==> config.mk <==
export PLATFORM = sky130hd
export DESIGN_NAME = pgp_top
export DESIGN_NICKNAME = d
export VERILOG_FILES = /design/src/logic/pgp_pkg.sv /design/src/logic/pgp_top.sv /design/src/logic/pgp_pin_filter.sv
export SDC_FILE = /design/constraint.sdc
export NUM_CORES = 1
export LEC_CHECK = 0
export ABC_AREA = 1
export BUFFER_PORTS_ARGS = -buffer_cell sky130_fd_sc_hd__buf_4
export CELL_PAD_IN_SITES_DETAIL_PLACEMENT = 0
export CELL_PAD_IN_SITES_GLOBAL_PLACEMENT = 2
export CORE_UTILIZATION = 33
export DETAILED_ROUTE_END_ITERATION = 6
export PLACE_DENSITY = 0.84
export SLEW_MARGIN = 40
export SYNTH_ARGS = -nofsm -noshare
export SYNTH_HDL_FRONTEND = slang
export SYNTH_SLANG_ARGS = --single-unit
==> constraint.sdc <==
create_clock -name pclk -period 1.95 [get_ports pclk]
set_input_delay 0.195 -clock pclk [delete_from_list [all_inputs] [get_ports pclk]]
set_output_delay 0.195 -clock pclk [all_outputs]
set_load 0.02 [all_outputs]
==> src/logic/pgp_pkg.sv <==
// Summary of operation
// - After reset each pin is an input with pull-down; setup reads 0x09.
// - Exactly two pins, each with its own setup, function and drive registers.
// - In hibernate or ship mode pins neither sense, drive nor signal interrupts.
// - General purpose pin with input buffer on reports its level in readback.
// - Rising or falling edge sets an event flag when that edge is enabled.
// - Regulators follow a configured general purpose pin only with their pin control.
// - General purpose pin with output buffer on drives its drive-value bit.
// - A power cycle returns both pins to defaults after the power-down delay.
// - Function 1 gives an active-low, 2 an active-high interrupt output.
// - Interrupt output pin asserts while any enabled event of any source is pending; the irq port counts only the pins' own events.
// - Debounce bit adds a 10 ms filter; drive bit picks weak or strong drive.
// - Setup bits: input 0, output 1, open-drain 2, pulls 3 and 4, drive 5, debounce 6.
// - Function select is bits 1:0, reset 0; value 0 means general purpose.
// - Drive-value bit 0 sets pin low or high; reset value is 0.
// - Readback bit 0 is pin zero, bit 1 pin one; bit 2 reserved.
package pgp_pkg;

  ////////////////////////////////////////////////////////////////////////////////
  localparam int NUM_PINS = 2;
  localparam int ADDR_W   = 12;

  // Register indexes; byte address is four times the index.
  localparam logic [7:0] IDX_PIN0_SETUP    = 8'h80;
  localparam logic [7:0] IDX_PIN1_SETUP    = 8'h81;
  localparam logic [7:0] IDX_PIN0_FUNC     = 8'h83;
  localparam logic [7:0] IDX_PIN1_FUNC     = 8'h84;
  localparam logic [7:0] IDX_PIN0_DRIVE    = 8'h86;
  localparam logic [7:0] IDX_PIN1_DRIVE    = 8'h87;
  localparam logic [7:0] IDX_PIN_READBACK  = 8'h89;
  localparam logic [7:0] IDX_EVENT_STATUS  = 8'ha0;
  localparam logic [7:0] IDX_EVENT_CLEAR   = 8'ha1;
  localparam logic [7:0] IDX_EVENT_ENABLE  = 8'ha2;

  localparam logic [7:0] SETUP_RESET = 8'h09;
  localparam logic [1:0] FUNC_RESET  = 2'h0;
  localparam logic       DRIVE_RESET = 1'b0;
  localparam logic [3:0] EVENT_RESET = 4'h0;

  // Event layout: bit 2n rising edge of pin n, bit 2n+1 falling edge of pin n.
  localparam int EVT_W       = 4;
  localparam int EVT_RISE_OF = 0;
  localparam int EVT_FALL_OF = 1;

  localparam int CLK_MHZ              = 250;
  localparam int DEBOUNCE_MS          = 10;
  localparam int DEBOUNCE_CYCLES      = DEBOUNCE_MS * CLK_MHZ * 1000;
  localparam int POWER_DOWN_DELAY_US  = 100;
  localparam int POWER_DOWN_CYCLES    = POWER_DOWN_DELAY_US * CLK_MHZ;

  typedef enum logic [1:0] {
    PGP_FUNC_GENERAL             = 2'h0,
    PGP_FUNC_IRQ_OUT_ACTIVE_LOW  = 2'h1,
    PGP_FUNC_IRQ_OUT_ACTIVE_HIGH = 2'h2,
    PGP_FUNC_NONE                = 2'h3
  } pgp_func_type;

  typedef struct packed {
    logic reserved;
    logic debounce;
    logic high_drive;
    logic pull_up;
    logic pull_down;
    logic open_drain_enable;
    logic output_enable;
    logic input_enable;
  } pgp_setup_type;

  typedef struct packed {
    logic drv;
    logic oe;
    logic pull_up;
    logic pull_down;
    logic high_drive;
  } pgp_pad_type;

endpackage

==> src/logic/pgp_top.sv <==
// The APB register port is this design's own decision.
`timescale 1ns/1ps
module pgp_top #(
  parameter int unsigned DEBOUNCE_CYCLES   = pgp_pkg::DEBOUNCE_CYCLES,
  parameter int unsigned POWER_DOWN_CYCLES = pgp_pkg::POWER_DOWN_CYCLES
) (
  input  wire logic                        pclk,
  input  wire logic                        presetn,
  input  wire logic                        psel,
  input  wire logic                        penable,
  input  wire logic                        pwrite,
  input  wire logic [pgp_pkg::ADDR_W-1:0]  paddr,
  input  wire logic [31:0]                 pwdata,
  input  wire logic [3:0]                  pstrb,
  output logic      [31:0]                 prdata,
  output logic                             pready,
  output logic                             pslverr,
  input  wire logic [1:0]                  pin_in,
  output logic      [1:0]                  pin_out,
  output logic      [1:0]                  pin_oe,
  output logic      [1:0]                  pin_pull_up,
  output logic      [1:0]                  pin_pull_down,
  output logic      [1:0]                  pin_high_drive,
  output logic      [1:0]                  pin_ctrl_level,
  input  wire logic                        low_power_mode,
  input  wire logic                        power_cycle,
  input  wire logic                        ext_irq_pending,
  output logic                             irq
);

  localparam int PD_W = $clog2(POWER_DOWN_CYCLES + 1);
  localparam logic [PD_W-1:0] PD_LAST = PD_W'(POWER_DOWN_CYCLES - 1);
  localparam int NP = pgp_pkg::NUM_PINS;

  ////////////////////////////////////////////////////////////////////////////////
  // Register state.
  pgp_pkg::pgp_setup_type        setup_q [NP];
  pgp_pkg::pgp_func_type         func_q  [NP];
  logic                          drive_q [NP];
  logic [pgp_pkg::EVT_W-1:0]     evt_status_q;
  logic [pgp_pkg::EVT_W-1:0]     evt_enable_q;
  logic [31:0]                   prdata_q;
  logic                          pslverr_q;
  logic [NP-1:0]                 level_prev_q;
  logic [NP-1:0]                 sense_prev_q;
  pgp_pkg::pgp_pad_type          pad_q   [NP];
  logic                          irq_q;
  logic [PD_W-1:0]               pd_cnt_q;
  logic                          pd_busy_q;

  ////////////////////////////////////////////////////////////////////////////////
  // Bus decode.
  function automatic logic mapped(input logic [7:0] idx);
    case (idx)
      pgp_pkg::IDX_PIN0_SETUP,  pgp_pkg::IDX_PIN1_SETUP,
      pgp_pkg::IDX_PIN0_FUNC,   pgp_pkg::IDX_PIN1_FUNC,
      pgp_pkg::IDX_PIN0_DRIVE,  pgp_pkg::IDX_PIN1_DRIVE,
      pgp_pkg::IDX_PIN_READBACK, pgp_pkg::IDX_EVENT_STATUS,
      pgp_pkg::IDX_EVENT_CLEAR, pgp_pkg::IDX_EVENT_ENABLE: mapped = 1'b1;
      default: mapped = 1'b0;
    endcase
  endfunction

  wire [7:0] reg_idx   = paddr[9:2];
  wire       addr_ok   = (paddr[1:0] == 2'h0) && (paddr[11:10] == 2'h0) && mapped(reg_idx);
  wire       setup_ph  = psel && !penable;
  wire       wr_access = psel && penable && pwrite && pstrb[0] && addr_ok;
  wire [7:0] wbyte     = pwdata[7:0];

  wire wr_setup0 = wr_access && (reg_idx == pgp_pkg::IDX_PIN0_SETUP);
  wire wr_setup1 = wr_access && (reg_idx == pgp_pkg::IDX_PIN1_SETUP);
  wire wr_func0  = wr_access && (reg_idx == pgp_pkg::IDX_PIN0_FUNC);
  wire wr_func1  = wr_access && (reg_idx == pgp_pkg::IDX_PIN1_FUNC);
  wire wr_drive0 = wr_access && (reg_idx == pgp_pkg::IDX_PIN0_DRIVE);
  wire wr_drive1 = wr_access && (reg_idx == pgp_pkg::IDX_PIN1_DRIVE);
  wire wr_clear  = wr_access && (reg_idx == pgp_pkg::IDX_EVENT_CLEAR);
  wire wr_enable = wr_access && (reg_idx == pgp_pkg::IDX_EVENT_ENABLE);

  wire [1:0] wr_setup = {wr_setup1, wr_setup0};
  wire [1:0] wr_func  = {wr_func1, wr_func0};
  wire [1:0] wr_drive = {wr_drive1, wr_drive0};

  ////////////////////////////////////////////////////////////////////////////////
  // Input path and sensing.
  logic [NP-1:0] level_filt;
  logic [NP-1:0] sensing;
  logic [NP-1:0] general;
  logic [NP-1:0] readback;

  for (genvar n = 0; n < NP; n++) begin : g_pin_in
    pgp_pin_filter #(
      .DEB_CYCLES (DEBOUNCE_CYCLES)
    ) u_filter (
      .pclk        (pclk),
      .presetn     (presetn),
      .pin_raw     (pin_in[n]),
      .debounce_en (setup_q[n].debounce),
      .level       (level_filt[n])
    );
    assign general[n]  = func_q[n] == pgp_pkg::PGP_FUNC_GENERAL;
    assign sensing[n]  = general[n] && setup_q[n].input_enable && !low_power_mode;
    assign readback[n] = sensing[n] && level_filt[n];
  end

  // Regulators take this level; they obey it only when their own pin control is selected.
  assign pin_ctrl_level = readback;

  ////////////////////////////////////////////////////////////////////////////////
  // Edge events. Sensing is required in both cycles so that turning the input
  // buffer on never reads as an edge.
  logic [pgp_pkg::EVT_W-1:0] evt_set;

  for (genvar n = 0; n < NP; n++) begin : g_edge
    wire both_sense = sensing[n] && sense_prev_q[n];
    assign evt_set[2*n+pgp_pkg::EVT_RISE_OF] = both_sense && level_filt[n] && !level_prev_q[n]
                                               && evt_enable_q[2*n+pgp_pkg::EVT_RISE_OF];
    assign evt_set[2*n+pgp_pkg::EVT_FALL_OF] = both_sense && !level_filt[n] && level_prev_q[n]
                                               && evt_enable_q[2*n+pgp_pkg::EVT_FALL_OF];
  end

  // A new edge in the clearing cycle survives the clear.
  wire [pgp_pkg::EVT_W-1:0] evt_clr      = wr_clear ? wbyte[pgp_pkg::EVT_W-1:0] : '0;
  wire [pgp_pkg::EVT_W-1:0] evt_status_d = (evt_status_q & ~evt_clr) | evt_set;

  wire own_irq = |(evt_status_q & evt_enable_q);
  wire any_irq = own_irq || ext_irq_pending;

  ////////////////////////////////////////////////////////////////////////////////
  // Output path.
  pgp_pkg::pgp_pad_type pad_d [NP];

  always_comb begin
    for (int n = 0; n < NP; n++) begin
      logic want_lvl;
      logic drive_on;
      want_lvl = 1'b0;
      drive_on = 1'b0;
      case (func_q[n])
        pgp_pkg::PGP_FUNC_GENERAL: begin
          want_lvl = drive_q[n];
          drive_on = 1'b1;
        end
        pgp_pkg::PGP_FUNC_IRQ_OUT_ACTIVE_LOW: begin
          want_lvl = !any_irq;
          drive_on = 1'b1;
        end
        pgp_pkg::PGP_FUNC_IRQ_OUT_ACTIVE_HIGH: begin
          want_lvl = any_irq;
          drive_on = 1'b1;
        end
        default: begin
          want_lvl = 1'b0;
          drive_on = 1'b0;
        end
      endcase
      drive_on = drive_on && setup_q[n].output_enable && !low_power_mode;
      // Open-drain only ever sinks, which keeps the pin from feeding a dead host rail.
      pad_d[n].drv        = want_lvl && !setup_q[n].open_drain_enable;
      pad_d[n].oe         = drive_on && (!setup_q[n].open_drain_enable || !want_lvl);
      pad_d[n].pull_up    = setup_q[n].pull_up && !low_power_mode;
      pad_d[n].pull_down  = setup_q[n].pull_down && !low_power_mode;
      pad_d[n].high_drive = setup_q[n].high_drive;
    end
  end

  for (genvar n = 0; n < NP; n++) begin : g_pad_out
    assign pin_out[n]        = pad_q[n].drv;
    assign pin_oe[n]         = pad_q[n].oe;
    assign pin_pull_up[n]    = pad_q[n].pull_up;
    assign pin_pull_down[n]  = pad_q[n].pull_down;
    assign pin_high_drive[n] = pad_q[n].high_drive;
  end

  ////////////////////////////////////////////////////////////////////////////////
  // Power cycle. The pins keep their setting until the delay has run out.
  wire pd_done = pd_busy_q && (pd_cnt_q == PD_LAST);

  always_ff @(posedge pclk or negedge presetn) begin
    if (!presetn) begin
      pd_busy_q <= 1'b0;
      pd_cnt_q  <= '0;
    end else if (pd_done) begin
      pd_busy_q <= 1'b0;
      pd_cnt_q  <= '0;
    end else if (pd_busy_q) begin
      pd_cnt_q <= pd_cnt_q + PD_W'(1);
    end else if (power_cycle) begin
      pd_busy_q <= 1'b1;
    end
  end

  ////////////////////////////////////////////////////////////////////////////////
  // Read mux.
  logic [7:0] rd_byte;

  always_comb begin
    case (reg_idx)
      pgp_pkg::IDX_PIN0_SETUP:   rd_byte = {1'b0, setup_q[0][6:0]};
      pgp_pkg::IDX_PIN1_SETUP:   rd_byte = {1'b0, setup_q[1][6:0]};
      pgp_pkg::IDX_PIN0_FUNC:    rd_byte = {6'h00, func_q[0]};
      pgp_pkg::IDX_PIN1_FUNC:    rd_byte = {6'h00, func_q[1]};
      pgp_pkg::IDX_PIN0_DRIVE:   rd_byte = {7'h00, drive_q[0]};
      pgp_pkg::IDX_PIN1_DRIVE:   rd_byte = {7'h00, drive_q[1]};
      pgp_pkg::IDX_PIN_READBACK: rd_byte = {5'h00, 1'b0, readback};
      pgp_pkg::IDX_EVENT_STATUS: rd_byte = {4'h0, evt_status_q};
      pgp_pkg::IDX_EVENT_ENABLE: rd_byte = {4'h0, evt_enable_q};
      default:                   rd_byte = 8'h00;
    endcase
  end

  always_ff @(posedge pclk or negedge presetn) begin
    if (!presetn) begin
      prdata_q  <= 32'h0000_0000;
      pslverr_q <= 1'b0;
    end else if (setup_ph) begin
      prdata_q  <= (addr_ok && !pwrite) ? {24'h00_0000, rd_byte} : 32'h0000_0000;
      pslverr_q <= !addr_ok;
    end
  end

  assign prdata  = prdata_q;
  assign pready  = 1'b1;
  assign pslverr = pslverr_q && psel && penable;

  ////////////////////////////////////////////////////////////////////////////////
  // Per-pin registers; each pin has its own storage and its own write strobe.
  for (genvar n = 0; n < NP; n++) begin : g_pin_regs
    always_ff @(posedge pclk or negedge presetn) begin
      if (!presetn) begin
        setup_q[n] <= pgp_pkg::SETUP_RESET;
        func_q[n]  <= pgp_pkg::PGP_FUNC_GENERAL;
        drive_q[n] <= pgp_pkg::DRIVE_RESET;
      end else if (pd_done) begin
        setup_q[n] <= pgp_pkg::SETUP_RESET;
        func_q[n]  <= pgp_pkg::PGP_FUNC_GENERAL;
        drive_q[n] <= pgp_pkg::DRIVE_RESET;
      end else begin
        if (wr_setup[n]) begin
          setup_q[n] <= pgp_pkg::pgp_setup_type'({1'b0, wbyte[6:0]});
        end
        if (wr_func[n]) begin
          func_q[n] <= pgp_pkg::pgp_func_type'(wbyte[1:0]);
        end
        if (wr_drive[n]) begin
          drive_q[n] <= wbyte[0];
        end
      end
    end
  end

  ////////////////////////////////////////////////////////////////////////////////
  // Events, pads and interrupt.
  always_ff @(posedge pclk or negedge presetn) begin
    if (!presetn) begin
      evt_status_q <= pgp_pkg::EVENT_RESET;
      evt_enable_q <= pgp_pkg::EVENT_RESET;
    end else if (pd_done) begin
      evt_status_q <= pgp_pkg::EVENT_RESET;
      evt_enable_q <= pgp_pkg::EVENT_RESET;
    end else begin
      evt_status_q <= evt_status_d;
      if (wr_enable) begin
        evt_enable_q <= wbyte[pgp_pkg::EVT_W-1:0];
      end
    end
  end

  for (genvar n = 0; n < NP; n++) begin : g_pad_regs
    always_ff @(posedge pclk or negedge presetn) begin
      if (!presetn) begin
        pad_q[n] <= '{drv: 1'b0, oe: 1'b0, pull_up: 1'b0, pull_down: 1'b1, high_drive: 1'b0};
      end else begin
        pad_q[n] <= pad_d[n];
      end
    end
  end

  always_ff @(posedge pclk or negedge presetn) begin
    if (!presetn) begin
      level_prev_q <= '0;
      sense_prev_q <= '0;
      irq_q        <= 1'b0;
    end else begin
      level_prev_q <= level_filt;
      sense_prev_q <= sensing;
      irq_q        <= own_irq && !low_power_mode;
    end
  end

  assign irq = irq_q;

endmodule // pgp_top

==> src/logic/pgp_pin_filter.sv <==
`timescale 1ns/1ps
module pgp_pin_filter #(
  parameter int unsigned DEB_CYCLES = 2500000
) (
  input  wire logic pclk,
  input  wire logic presetn,
  input  wire logic pin_raw,
  input  wire logic debounce_en,
  output logic      level
);

  localparam int CNT_W = $clog2(DEB_CYCLES + 1);
  localparam logic [CNT_W-1:0] CNT_LAST = CNT_W'(DEB_CYCLES - 1);

  logic             sync1_q;
  logic             sync2_q;
  logic             level_q;
  logic [CNT_W-1:0] cnt_q;
  logic [CNT_W-1:0] cnt_d;
  logic             level_d;
  wire              differs = sync2_q != level_q;

  ////////////////////////////////////////////////////////////////////////////////
  // The counter restarts on every bounce, so only a level stable for the whole
  // filter time is passed on; this costs the full filter time of latency.
  always_comb begin
    cnt_d   = '0;
    level_d = level_q;
    if (!debounce_en) begin
      level_d = sync2_q;
    end else if (differs) begin
      if (cnt_q == CNT_LAST) begin
        level_d = sync2_q;
      end else begin
        cnt_d = cnt_q + CNT_W'(1);
      end
    end
  end

  always_ff @(posedge pclk or negedge presetn) begin
    if (!presetn) begin
      sync1_q <= 1'b0;
      sync2_q <= 1'b0;
      level_q <= 1'b0;
      cnt_q   <= '0;
    end else begin
      sync1_q <= pin_raw;
      sync2_q <= sync1_q;
      level_q <= level_d;
      cnt_q   <= cnt_d;
    end
  end

  assign level = level_q;

endmodule // pgp_pin_filter

==> results.md <==
* Outcome: finished clean
* Die X at 138 um
* Total gr overflow at 0
* Layout fillers at 1879
* Top cell type's share of synthesized area at 45.7%
* Vias in the first global route at 4651
* Clock Pin Slew Worst Setup and Hold Paths at 60 ps
* Largest cells by area after synthesis: dfrtp_1, nand2_1, inv_1, nor2_1, buf_4
* P per Cell Area at 861 nW/um^2
* Final wirelength at 14200 um
* Placer Congestion at 0.783
* Top flip-flop cell by instance count after synthesis: dfrtp_1
* Pleak at 3.69 nW
* Die area at 19000 um^2
* Via count at 4863
* Most frequent cells in the layout: nand2_1, inv_1, dfrtp_1, nor2_1, buf_4
* Clock Sinks at 117
* Die span in y at 138 um
* TritonRoute pass-1 iters at 4
* Drt drc at 0
* Skew final at 9.65 ps
* Antenna violations before repair at 0
* Synth-to-Final Area Change at 25.4%
* Critical Path RT at 1750 ps
* Synth Warn # at 0
* Commonest non-fill, non-tap cell in the layout: nand2_1
* Synth Area per Inst at 8.20 um^2
* Wire per inst at 13.3 um
* Largest net degree at the start of global routing at 45
* Max Transition Viols Final at 0
* First-pass GRT wire length at 23300 um
* Hold crit path type: input port to flip-flop
* Startpoint types: flip-flop
* Deepest clock path buffer count at 2
* N_diodes at 0
* Cell Rows at 49
* Fin nets at 893
* DR vias/cell at 4.53
* Max-Cap Viols at 0
* RSZ-0062 raised after global routing: true
* CTS tree: done
* Yosys reg bits at 117
* All-Layer GR Usage at 16.2%
* CTS H-tree depth at 4
* Num CTS Buffers at 17
* DP Wirelength at 10500 um
* DRT antenna net count at 0
* Tcrit/Tclk final at 96.8%
* Crit path DAT at 1690 ps
* Number of enable flip-flop cells after synthesis at 0
* Root Buffer: clkbuf_16
* Max VDD drop at 0.000664 V
* Post-Syn Instances at 742
* Finished Layout Cells at 1074
* Crit path max fanout at 5
* IO Port Bufs at 50
* Worst skew pair latency at 420 ps
* Synthesized area at 6080 um^2
* Hold WS at 57.5 ps
* Core area at 18000 um^2
* Crit. End Element: output port
* WS Path Type: flip-flop to output port
* Iter 0 DRT Violations at 296
* Fmax at 530 MHz
* Placed cells at 1031
* Layout cell share with drive strength beyond 1 at 20.2%
* Seq/Total Area, Yosys at 48.2%
* Setup violators final at 0
* Largest area contributor in the netlist: dfrtp_1
* Tmin final at 1890 ps
* Cell variety after synth at 44
* Initial core utilization at 33.8%
* Post-synth ARST share at 100%
* # IOs at 105
* Hold Vio Cnt, Final at 0
==> logic make-up after synthesis <==
group / after synthesis / share of synthesized area [%]
other cells: 2 / 0.123
flops: 117 / 48.2
buf+inv: 153 / 11.3
xor+xnor: 26 / 3.74
simple gates: 351 / 27.5
fa+ha+maj: 3 / 0.617
compound gates: 90 / 8.41
==> synthesized netlist by cell type, types with 2 or more instances <==
library cell and instances:
a211oi_1 2, a21oi_1 18, a31oi_1 3, buf_2 4, buf_4 28, conb_1 2, dfrtp_1 111, dfstp_2 6
ha_1 3, inv_1 110, inv_2 8, nand2_1 119, nand2_2 7, nand2_4 5, nand3_1 34, nand3b_1 3
nand3b_2 2, nand4_1 18, nor2_1 109, nor2_2 8, nor2_4 6, nor3_1 20, nor3_4 2, nor3b_1 4
nor4_1 9, o211ai_1 2, o21a_1 3, o21ai_0 19, o21ai_1 21, o21bai_1 4, o22ai_1 15, xnor2_1 3
xor2_1 23
==> registers in the layout, indices dropped and copies added (netlist names), 2 cells and up <==
register                   flops
g_pin_in.u_filter.cnt_q       44
pd_cnt_q                      15
setup_q                       12
prdata                         7
evt_enable_q                   4
evt_status_q                   4
func_q                         4
drive_q                        2
g_pin_in.u_filter.level        2
g_pin_in.u_filter.sync1_q      2
g_pin_in.u_filter.sync2_q      2
level_prev_q                   2
pad_d                          2
pin_high_drive                 2
pin_oe                         2
pin_out                        2
pin_pull_down                  2
pin_pull_up                    2
sense_prev_q                   2
==> stage by stage <==
step	total power, mW	cell area (um^2)	util (%)	setup WS (ps)	setup TNS (ps)
4_1_cts	6.65	7490	41.6	65.5	0
2_1_floorplan	2.96	6170	-	319	0
3_5_place_dp	3.14	6780	37.6	-8.53	-19.6
3_3_place_gp	3.14	6780	37.6	80.1	0
6_report	6.57	7630	42.3	63.3	0
5_1_grt	6.85	7630	42.3	-63.5	-121
==> path summary, 6_finish.rpt <==
path	slack [ps]	to	depth (start not counted)	startpoint
worst max-delay path	60	pin_ctrl_level[1]	4	func_q[1]
min in group asynchronous	290	g_pin_in[0].u_filter.cnt_q[9]	2	presetn
worst max register to register	100	g_pin_in[1].u_filter.cnt_q[20]	11	g_pin_in[1].u_filter.cnt_q[0]
worst min-delay path	60	evt_enable_q[3]	3	pwdata[3]
max in group asynchronous	970	g_pin_in[1].u_filter.cnt_q[9]	3	presetn
worst min register to register	380	g_pin_in[0].u_filter.sync2_q	0	g_pin_in[0].u_filter.sync1_q
==> critical path, cell delays in order, from the launching register on <==
cell,delay (ps)
dfrtp_1,450
nor2_1,160
nand3_1,150
nor2_1,310
buf_4,210
==> timing repair <==
item,CTS,global route
setup endpoints to repair,9,32
hold endpoints to repair,31,0
setup buffers,0,6
hold buffers,5,0
pin swaps,0,13
gates resized for setup,1,22
==> layer usage <==
| metal | GRT usage (%) | share of wire, % |
|---|---|---|
| met1 | 21.9 | 49 |
| met3 | 3.72 | 3.4 |
| met2 | 25.2 | 46 |
| met4 | 6.04 | 1.6 |
| met5 | 0 | 0 |
==> cell type report <==
type	instances	area (um^2)	area share, %
timing repair buffer	80	651	8.52
sequential	117	2940	38.5
multi-input combinational	496	2650	34.7
clock inverter	14	226	2.97
inverter	120	455	5.97
clock buffer	18	429	5.62
tap	229	287	3.75
==> report_power, final <==
group,switching [mW],internal [mW],total (mW)
combinational,0.326,0.181,0.508
sequential,0.0794,2.52,2.60
clock,1.18,2.28,3.46
total,1.58,4.99,6.57
Power figures use the tool's default switching activity.
